===== src/core/cids_pkg.sv =====
// constants, classes and carrier structs for the immediate/direct bus sequencer
// assumes one bus cycle per clk; the execution unit names the instruction class
package cids_pkg;
	localparam int ADDR_W = 16;
	localparam int DATA_W = 8;
	localparam int STEP_W = 3;
	localparam logic [ADDR_W-1:0] DUMMY_ADDR = 16'hFFFF;
	localparam logic [DATA_W-1:0] ZERO_PAGE_HI = 8'h00;
	localparam logic [STEP_W-1:0] FIRST_STEP = 3'h1;
	localparam logic [STEP_W-1:0] CYC_IMM8 = 3'h2;
	localparam logic [STEP_W-1:0] CYC_IMM16_LOAD = 3'h3;
	localparam logic [STEP_W-1:0] CYC_IMM16_ARITH = 3'h4;
	localparam logic [STEP_W-1:0] CYC_PFX_LOAD = 3'h4;
	localparam logic [STEP_W-1:0] CYC_PFX_CMP = 3'h5;
	localparam logic [STEP_W-1:0] CYC_DIRECT = 3'h3;

	typedef enum logic [2:0] {
		CL_IMM8 = 3'h0,
		CL_IMM16_LOAD = 3'h1,
		CL_IMM16_ARITH = 3'h2,
		CL_PFX_LOAD = 3'h3,
		CL_PFX_CMP = 3'h4,
		CL_DIR_READ = 3'h5,
		CL_DIR_STORE = 3'h6
	} cids_class_type;

	typedef enum logic [3:0] {
		K_OPC1 = 4'h0,
		K_OPC2 = 4'h1,
		K_OPH = 4'h2,
		K_OPL = 4'h3,
		K_OP8 = 4'h4,
		K_ZPADDR = 4'h5,
		K_ZPDATA = 4'h6,
		K_ZPSTORE = 4'h7,
		K_DUMMY = 4'h8
	} cids_kind_type;

	typedef enum logic [1:0] {
		PH_IDLE = 2'b01,
		PH_RUN = 2'b10
	} cids_phase_type;

	typedef struct packed {
		logic [ADDR_W-1:0] addr;
		logic rw;
		logic [DATA_W-1:0] dataOut;
		logic dataOutEn;
	} cids_bus_type;

	typedef struct packed {
		logic [DATA_W-1:0] opcodeFirst;
		logic [DATA_W-1:0] opcodeSecond;
		logic [2*DATA_W-1:0] operand;
		logic done;
	} cids_result_type;

	typedef struct packed {
		cids_phase_type phase;
		logic [STEP_W-1:0] step;
		cids_class_type cls;
		logic [ADDR_W-1:0] base;
		logic [DATA_W-1:0] zp;
		logic [DATA_W-1:0] acc;
		cids_bus_type bus;
		cids_result_type res;
	} cids_state_type;

	localparam cids_state_type STATE_RESET = '{
		phase: PH_IDLE,
		step: FIRST_STEP,
		cls: CL_IMM8,
		base: DUMMY_ADDR,
		zp: ZERO_PAGE_HI,
		acc: 8'h00,
		bus: '{addr: DUMMY_ADDR, rw: 1'b1, dataOut: 8'h00, dataOutEn: 1'b0},
		res: '{opcodeFirst: 8'h00, opcodeSecond: 8'h00, operand: 16'h0000, done: 1'b0}
	};
endpackage


===== src/core/cids_bus_seq.sv =====
// bus cycle sequencer for immediate and direct addressing modes
// the execution unit holds startReq until startAck; memory answers reads in the same cycle
`timescale 1ns/1ns
`default_nettype none
module cids_bus_seq
	import cids_pkg::*;
(
	// clock and reset
	input wire logic clk,
	input wire logic rst_b,
	// execution unit request
	input wire logic startReq,
	input var cids_class_type startClass,
	input wire logic [ADDR_W-1:0] opAddr,
	input wire logic [DATA_W-1:0] accIn,
	output logic startAck,
	// execution unit results
	output logic [DATA_W-1:0] opcodeFirst,
	output logic [DATA_W-1:0] opcodeSecond,
	output logic [2*DATA_W-1:0] operandWord,
	output logic instrDone,
	// memory bus
	output logic [ADDR_W-1:0] busAddr,
	output logic busRw,
	output logic [DATA_W-1:0] busDataOut,
	output logic busDataOutEn,
	input wire logic [DATA_W-1:0] busDataIn
);
	cids_state_type st_r;
	cids_state_type st_nxt;
	cids_kind_type curKind;
	cids_kind_type nextKind;
	logic curLast;
	logic nextLast;
	logic [STEP_W-1:0] nextStep;
	logic [DATA_W-1:0] zpNext;
	logic startTaken;

	assign nextStep = st_r.step + FIRST_STEP;

	cids_step_plan u_cur_plan (
		.cls(st_r.cls),
		.step(st_r.step),
		.kind(curKind),
		.last(curLast)
	);

	cids_step_plan u_next_plan (
		.cls(st_r.cls),
		.step(nextStep),
		.kind(nextKind),
		.last(nextLast)
	);

	assign startAck = (st_r.phase == PH_IDLE);
	assign startTaken = startReq && startAck;
	// zero-page low byte arrives on the same edge that launches the operand cycle
	assign zpNext = (curKind == K_ZPADDR) ? busDataIn : st_r.zp;

	always_comb
	begin
		st_nxt = st_r;
		st_nxt.res.done = 1'b0;
		unique case (st_r.phase)
			PH_IDLE:
			begin
				if (startReq)
				begin
					st_nxt.phase = PH_RUN;
					st_nxt.step = FIRST_STEP;
					st_nxt.cls = startClass;
					st_nxt.base = opAddr;
					st_nxt.acc = accIn;
					st_nxt.bus.addr = opAddr;
					st_nxt.bus.rw = 1'b1;
					st_nxt.bus.dataOutEn = 1'b0;
					st_nxt.res.opcodeSecond = 8'h00;
					st_nxt.res.operand = 16'h0000;
				end
			end
			PH_RUN:
			begin
				unique case (curKind)
					K_OPC1: st_nxt.res.opcodeFirst = busDataIn;
					K_OPC2: st_nxt.res.opcodeSecond = busDataIn;
					K_OPH: st_nxt.res.operand[2*DATA_W-1:DATA_W] = busDataIn;
					K_OPL: st_nxt.res.operand[DATA_W-1:0] = busDataIn;
					K_OP8: st_nxt.res.operand = {ZERO_PAGE_HI, busDataIn};
					K_ZPADDR: st_nxt.zp = busDataIn;
					K_ZPDATA: st_nxt.res.operand = {ZERO_PAGE_HI, busDataIn};
					K_ZPSTORE, K_DUMMY:
					begin
						// dummy-read data is discarded on purpose
						st_nxt.zp = st_r.zp;
					end
					default:
					begin
						st_nxt.zp = st_r.zp;
					end
				endcase
				if (curLast)
				begin
					st_nxt.phase = PH_IDLE;
					st_nxt.res.done = 1'b1;
					st_nxt.bus.addr = DUMMY_ADDR;
					st_nxt.bus.rw = 1'b1;
					st_nxt.bus.dataOutEn = 1'b0;
				end
				else
				begin
					st_nxt.step = nextStep;
					st_nxt.bus.rw = (nextKind != K_ZPSTORE);
					st_nxt.bus.dataOutEn = (nextKind == K_ZPSTORE);
					st_nxt.bus.dataOut = st_r.acc;
					if (nextKind == K_ZPDATA || nextKind == K_ZPSTORE)
						st_nxt.bus.addr = {ZERO_PAGE_HI, zpNext};
					else if (nextKind == K_DUMMY)
						st_nxt.bus.addr = DUMMY_ADDR;
					else
						st_nxt.bus.addr = st_r.base + ADDR_W'(st_r.step);
				end
			end
			default:
			begin
				st_nxt = STATE_RESET;
			end
		endcase
	end

	always_ff @(posedge clk)
	begin
		if (!rst_b)
			st_r <= STATE_RESET;
		else
			st_r <= st_nxt;
	end

	assign busAddr = st_r.bus.addr;
	assign busRw = st_r.bus.rw;
	assign busDataOut = st_r.bus.dataOut;
	assign busDataOutEn = st_r.bus.dataOutEn;
	assign opcodeFirst = st_r.res.opcodeFirst;
	assign opcodeSecond = st_r.res.opcodeSecond;
	assign operandWord = st_r.res.operand;
	assign instrDone = st_r.res.done;
endmodule
`default_nettype wire


===== src/core/cids_step_plan.sv =====
// per-step bus cycle kind for each instruction class
// pure combinational; steps count from one
`timescale 1ns/1ns
`default_nettype none
module cids_step_plan
	import cids_pkg::*;
(
	// selection
	input var cids_class_type cls,
	input wire logic [STEP_W-1:0] step,
	// plan
	output var cids_kind_type kind,
	output logic last
);
	logic [STEP_W-1:0] cycles;

	always_comb
	begin
		kind = K_DUMMY;
		cycles = CYC_DIRECT;
		unique case (cls)
			CL_IMM8:
			begin
				cycles = CYC_IMM8;
				if (step == 3'h2) kind = K_OP8;
			end
			CL_IMM16_LOAD, CL_IMM16_ARITH:
			begin
				cycles = (cls == CL_IMM16_LOAD) ? CYC_IMM16_LOAD : CYC_IMM16_ARITH;
				if (step == 3'h2) kind = K_OPH;
				if (step == 3'h3) kind = K_OPL;
			end
			CL_PFX_LOAD, CL_PFX_CMP:
			begin
				cycles = (cls == CL_PFX_LOAD) ? CYC_PFX_LOAD : CYC_PFX_CMP;
				if (step == 3'h2) kind = K_OPC2;
				if (step == 3'h3) kind = K_OPH;
				if (step == 3'h4) kind = K_OPL;
			end
			CL_DIR_READ, CL_DIR_STORE:
			begin
				if (step == 3'h2) kind = K_ZPADDR;
				if (step == 3'h3) kind = (cls == CL_DIR_STORE) ? K_ZPSTORE : K_ZPDATA;
			end
			default:
			begin
				cycles = FIRST_STEP;
			end
		endcase
		if (step == FIRST_STEP) kind = K_OPC1;
		last = (step >= cycles);
	end
endmodule
`default_nettype wire


===== config.mk =====
export PLATFORM = sky130hd
export DESIGN_NAME = cids_bus_seq
export DESIGN_NICKNAME = d
export VERILOG_FILES = /design/src/core/cids_pkg.sv /design/src/core/cids_bus_seq.sv /design/src/core/cids_step_plan.sv
export SDC_FILE = /design/constraint.sdc
export NUM_CORES = 1
export LEC_CHECK = 0
export BUFFER_PORTS_ARGS = -buffer_cell sky130_fd_sc_hd__buf_2
export CAP_MARGIN = 0
export CORE_AREA = 10 10 139 141
export DETAILED_ROUTE_END_ITERATION = 10
export DIE_AREA = 0 0 149 151
export PLACE_DENSITY = 0.49
export SLEW_MARGIN = 30
export SYNTH_ARGS = -nofsm -noshare
export SYNTH_HDL_FRONTEND = slang
export SYNTH_SLANG_ARGS = --single-unit

===== constraint.sdc =====
create_clock -name clk -period 7.7 [get_ports clk]
set_clock_uncertainty 0.15 [all_clocks]
set_input_delay 1.925 -clock clk [delete_from_list [all_inputs] [get_ports clk]]
set_output_delay 1.925 -clock clk [all_outputs]
set_load 0.01 [all_outputs]

# After elaboration in Yosys (flattened, before gate mapping)
# Cells that the tools add are included.
# word_totals
regBits,99
input_bits,38
output_inout_bits,60
word_cells,120
# op_classes
n_addsub,2
order_cmp,1
eq_ne,33
n_mux,50
bitwise,2
reduce_logical,17
# ops
op,count
$pmux W8 S2,5
$mux W4,18
$mux W24,2
$pmux W24 S2,1
$mux W8,5
$pmux W19 S2,1
$pmux W17 S2,1
$mux W16,2
$pmux W4 S4,2
$mux W25,1
$eq A4 B3 Y1 const B,5
$eq A3 B2 Y1 const B,6
$reduce_and A2 Y1,9
$mux W17,1
$add A16 B3 Y16,1
$eq A3 B3 Y1 const B,5
$pmux W3 S4,1
$pmux W5 S2,1
$eq A3 B1 Y1 const B,3
$eq A4 B2 Y1 const B,2
$ne A2 B2 Y1 const B,4
$reduce_or A2 Y1,4
$mux W3,2
$mux W1,5
other kinds (16),18

# Longest topological paths before layout
# depth
depth_word,12
mapped_depth,12
mapped_depth_nobuf,9

# Hierarchy
# A second synthesis with hierarchy kept.
# hier_totals
cells_unflattened,698
area_unflattened_um2,5801.8
# modules_own_cells
mod,n_inst,cells_each,area_per_inst_um2,seq_area_each_um2
cids_bus_seq,1,600,5126.2,1981.9
cids_step_plan,2,49,337.8,0.0

# Least setup slack after synthesis
# No wires, ideal clock.
# synth_path
path_type,input to register
startpoint,input port startReq
endpoint,register st_r (netlist bit operandWord[0])
setup_ps,60
arrival_ps,3257
path_slack_ps,4233
cell_stages,5
path_buffers,0
path_cell_list,nor2_1 > nor2_1 > a31o_2 > a211oi_2 > a22o_1
# synth_between
elab_chain_len,2
# synth_rtl
element,line,source
from (decl),cids_bus_seq.sv:12,"input wire logic startReq,"
$ne A2 B2 Y1 (no source line),--,
$reduce_and A2 Y1 (no source line),--,
to (signal assigned),cids_bus_seq.sv:135,st_r <= st_nxt;
to (decl),cids_bus_seq.sv:29,cids_state_type st_r;
# No other way between the ends.
# A chain may end at the register's enable or synchronous reset.

==> flow_summary.json <==
{
  "multi_input_area_um2": 2900,
  "cts_root_buf": "clkbuf_16",
  "worst_ep_required_time_ns": 7.77,
  "relSlewSlack_pct": 44.5,
  "fmaxAchievable_mhz": 260,
  "maxCapViolations": 0,
  "grtUsageMet2_pct": 24.3,
  "synth_top_area_cell": "dfxtp_1",
  "die_y_um": 151,
  "path_buf_inv": 4,
  "slew_viol_final": 0,
  "synth-edff-count": 0,
  "sequentialPowerShare_pct": 38.3,
  "synth_area_um2": 5530,
  "initialDrtViolationCount": 472,
  "gp_congestion": 0.878,
  "crit_family": "buffers and inverters",
  "drtPass1Iterations": 5,
  "fill_cells": 1744,
  "cts_sinks": 99,
  "die_w_um": 149,
  "port_buffers": 97,
  "dpl.hpwl_mm": 12.2,
  "rsz0062_at_grt": "no",
  "clk_latency_ns": 0.35,
  "finalHoldViolCount": 0,
  "synth_warnings": 0,
  "syn_nets": 737,
  "cts_max_level": 3,
  "synthTopCellsByArea": "dfxtp_1 (36%), buf_4 (7.6%), nand2_1 (6.4%)",
  "max_stage_delay_ns": 0.53,
  "num_io_pins": 98,
  "vias": 4935,
  "async_flop_share_pct": 0,
  "ctsHoldBuffers": 0,
  "routed_wl_mm": 16.8,
  "avgViaCountPerCell": 5.32,
  "grt_pass1_wl_mm": 26.9,
  "finalSetupViolations": 0,
  "p_comb_share_pct": 30.3,
  "nets": 756,
  "critPathArrivalTime_ns": 3.92,
  "critPathMaxFanout": 67,
  "seq_area_um2": 1980,
  "p_per_area_nw_per_um2": 258,
  "drc": 0,
  "crit_path_end_kind": "register",
  "p_int_mw": 1.01,
  "grt_start_max_net_pins": 68,
  "antenna_cells": 0,
  "syn_to_final_growth_pct": 9.72,
  "worst_path_max_delay_cell": "buf_4",
  "met3_usage_pct": 2.48,
  "post_cts_buffers": 0,
  "final_common_cell": "dfxtp_1",
  "ir_drop_mv": 0.131,
  "grt_pass1_vias": 4894,
  "seq_area_frac_synth_pct": 35.8,
  "start_util_pct": 33.6,
  "tightest_slew_ns": 0.832,
  "cts_tree": "built",
  "cts_inserted_buffers": 9,
  "p_sw_share_pct": 35.4,
  "layout_min_cycle_time_ns": 3.85,
  "antenna_found_initial": 0,
  "syn_area_per_cell_um2": 8.09,
  "worstSetupPathType": "in -> reg",
  "crit_top_cell": "buf_4",
  "ant_nets": 0,
  "p_clk_share_pct": 31.4,
  "hold_ws_ns": 0.303,
  "hold_class": "reg -> reg",
  "outcome": "complete, no violations",
  "use_met1_pct": 19.0,
  "post-synth-top-area-fraction_pct": 35.8,
  "grt.overflow.total": 0,
  "core_um2": 16500,
  "p_leak_nw": 2.44,
  "min_period_over_period_pct": 50.0,
  "ys.flop_type": "dfxtp_1",
  "top_usage_layer": "met2",
  "tns_ns": 0,
  "track_usage_pct": 15.0,
  "synthCells": 684,
  "critical_path.cell_chain": "buf_2, buf_4, inv_1, buf_4, nor3_1, a31oi_1",
  "drive_gt1_share_pct": 19.4,
  "ys_ff_latch": 99,
  "wire_per_inst_um": 18.1,
  "clk_pin_slew_worst_paths_ns": 0.07,
  "cts_resized": 0,
  "synthDistinctLibCells": 71,
  "p_sw_mw": 0.554,
  "mostFrequentLayoutCells": "dfxtp_1 (99), buf_2 (97), nand2_1 (94)",
  "rows": 47,
  "start_kind": "input port",
  "cts_max_path_buffers": 2,
  "die_area_um2": 22500
}
## metrics by stage
stage	setup WS (ns)	area (um^2)	util, %	instances	power, mW
after floorplan	4.23	5530	-	684	0.958
after global placement	3.59	5750	34.9	912	1.07
after detailed placement	3.50	5750	34.9	912	1.08
after CTS	3.89	6060	36.8	928	1.58
after global routing	3.61	6070	36.9	928	1.66
final	3.85	6070	36.9	928	1.57
## power groups by stage
stage          Combinational, mW  Clock (mW)  Sequential (mW)
5_1_grt                    0.531       0.517            0.607
4_1_cts                    0.474       0.503            0.600
3_3_place_gp               0.462           0            0.611
6_report                   0.475       0.492            0.601
3_5_place_dp               0.470           0            0.612
2_1_floorplan              0.365           0            0.593
## registers in the layout, indices dropped and copies added, names as in the netlist
signal	count
st_r	40
opcodeSecond	8
opcodeFirst	8
busRw	1
instrDone	1
busDataOutEn	1
busAddr	16
operandWord	16
busDataOut	8
## path summary, 6_finish.rpt
path         cells after the start  slack, ns  startpoint        endpoint
max                              6       3.85       rst_b      busAddr[8]
min                              2       0.30    st_r[62]        st_r[62]
max reg2reg                      9       4.08    st_r[98]  operandWord[0]
min reg2reg                      2       0.30    st_r[62]        st_r[62]
## cell usage after synthesis, types with 10 or more instances
library cell	count
nor2_1	46
clkbuf_1	28
a21oi_1	39
dfxtp_1	99
o31ai_1	14
nand3_1	22
o22ai_1	10
o21ai_0	52
or3_1	17
ha_1	14
a22o_1	16
nand4_1	12
inv_1	15
buf_4	56
nand2_1	95
## cell type report
type	count	share of cell area (%)
clock inverter	6	1.46
timing repair buffer	103	8.74
tap	220	4.53
inverter	17	1.05
sequential	99	32.6
clock buffer	10	3.77
multi-input combinational	473	47.8
## worst reg2reg max path, stage by stage, from the launching register on
cell and delay, ns:
dfxtp_1 0.36, inv_1 0.09, ha_1 0.25, buf_4 0.38
inv_1 0.42, nor2_1 0.75, nor2_1 0.12, a31o_2 0.28
a211oi_2 0.54, a22o_1 0.23
## layer usage
metal | up-vias | part of all wire [%]
met3 | 24 | 4.0
li1 | 2424 | -
met4 | 0 | 2.4
met2 | 134 | 47
met1 | 2353 | 46
met5 | - | 0
## kinds of logic (layout without fill, tap and decap cells)
| family | Yosys count | in the layout | share of synthesized area [%] |
|---|---|---|---|
| buffers and inverters | 112 | 136 | 11.9 |
| muxes | 9 | 9 | 1.63 |
| adders and majority gates | 15 | 15 | 3.53 |
| and+or+nand+nor | 246 | 246 | 21.8 |
| xor gates and xnor gates | 15 | 15 | 2.37 |
| AOI/OAI and AO/OA | 188 | 188 | 23.0 |
| DFF | 99 | 99 | 35.8 |
Power figures use the tool's default switching activity.
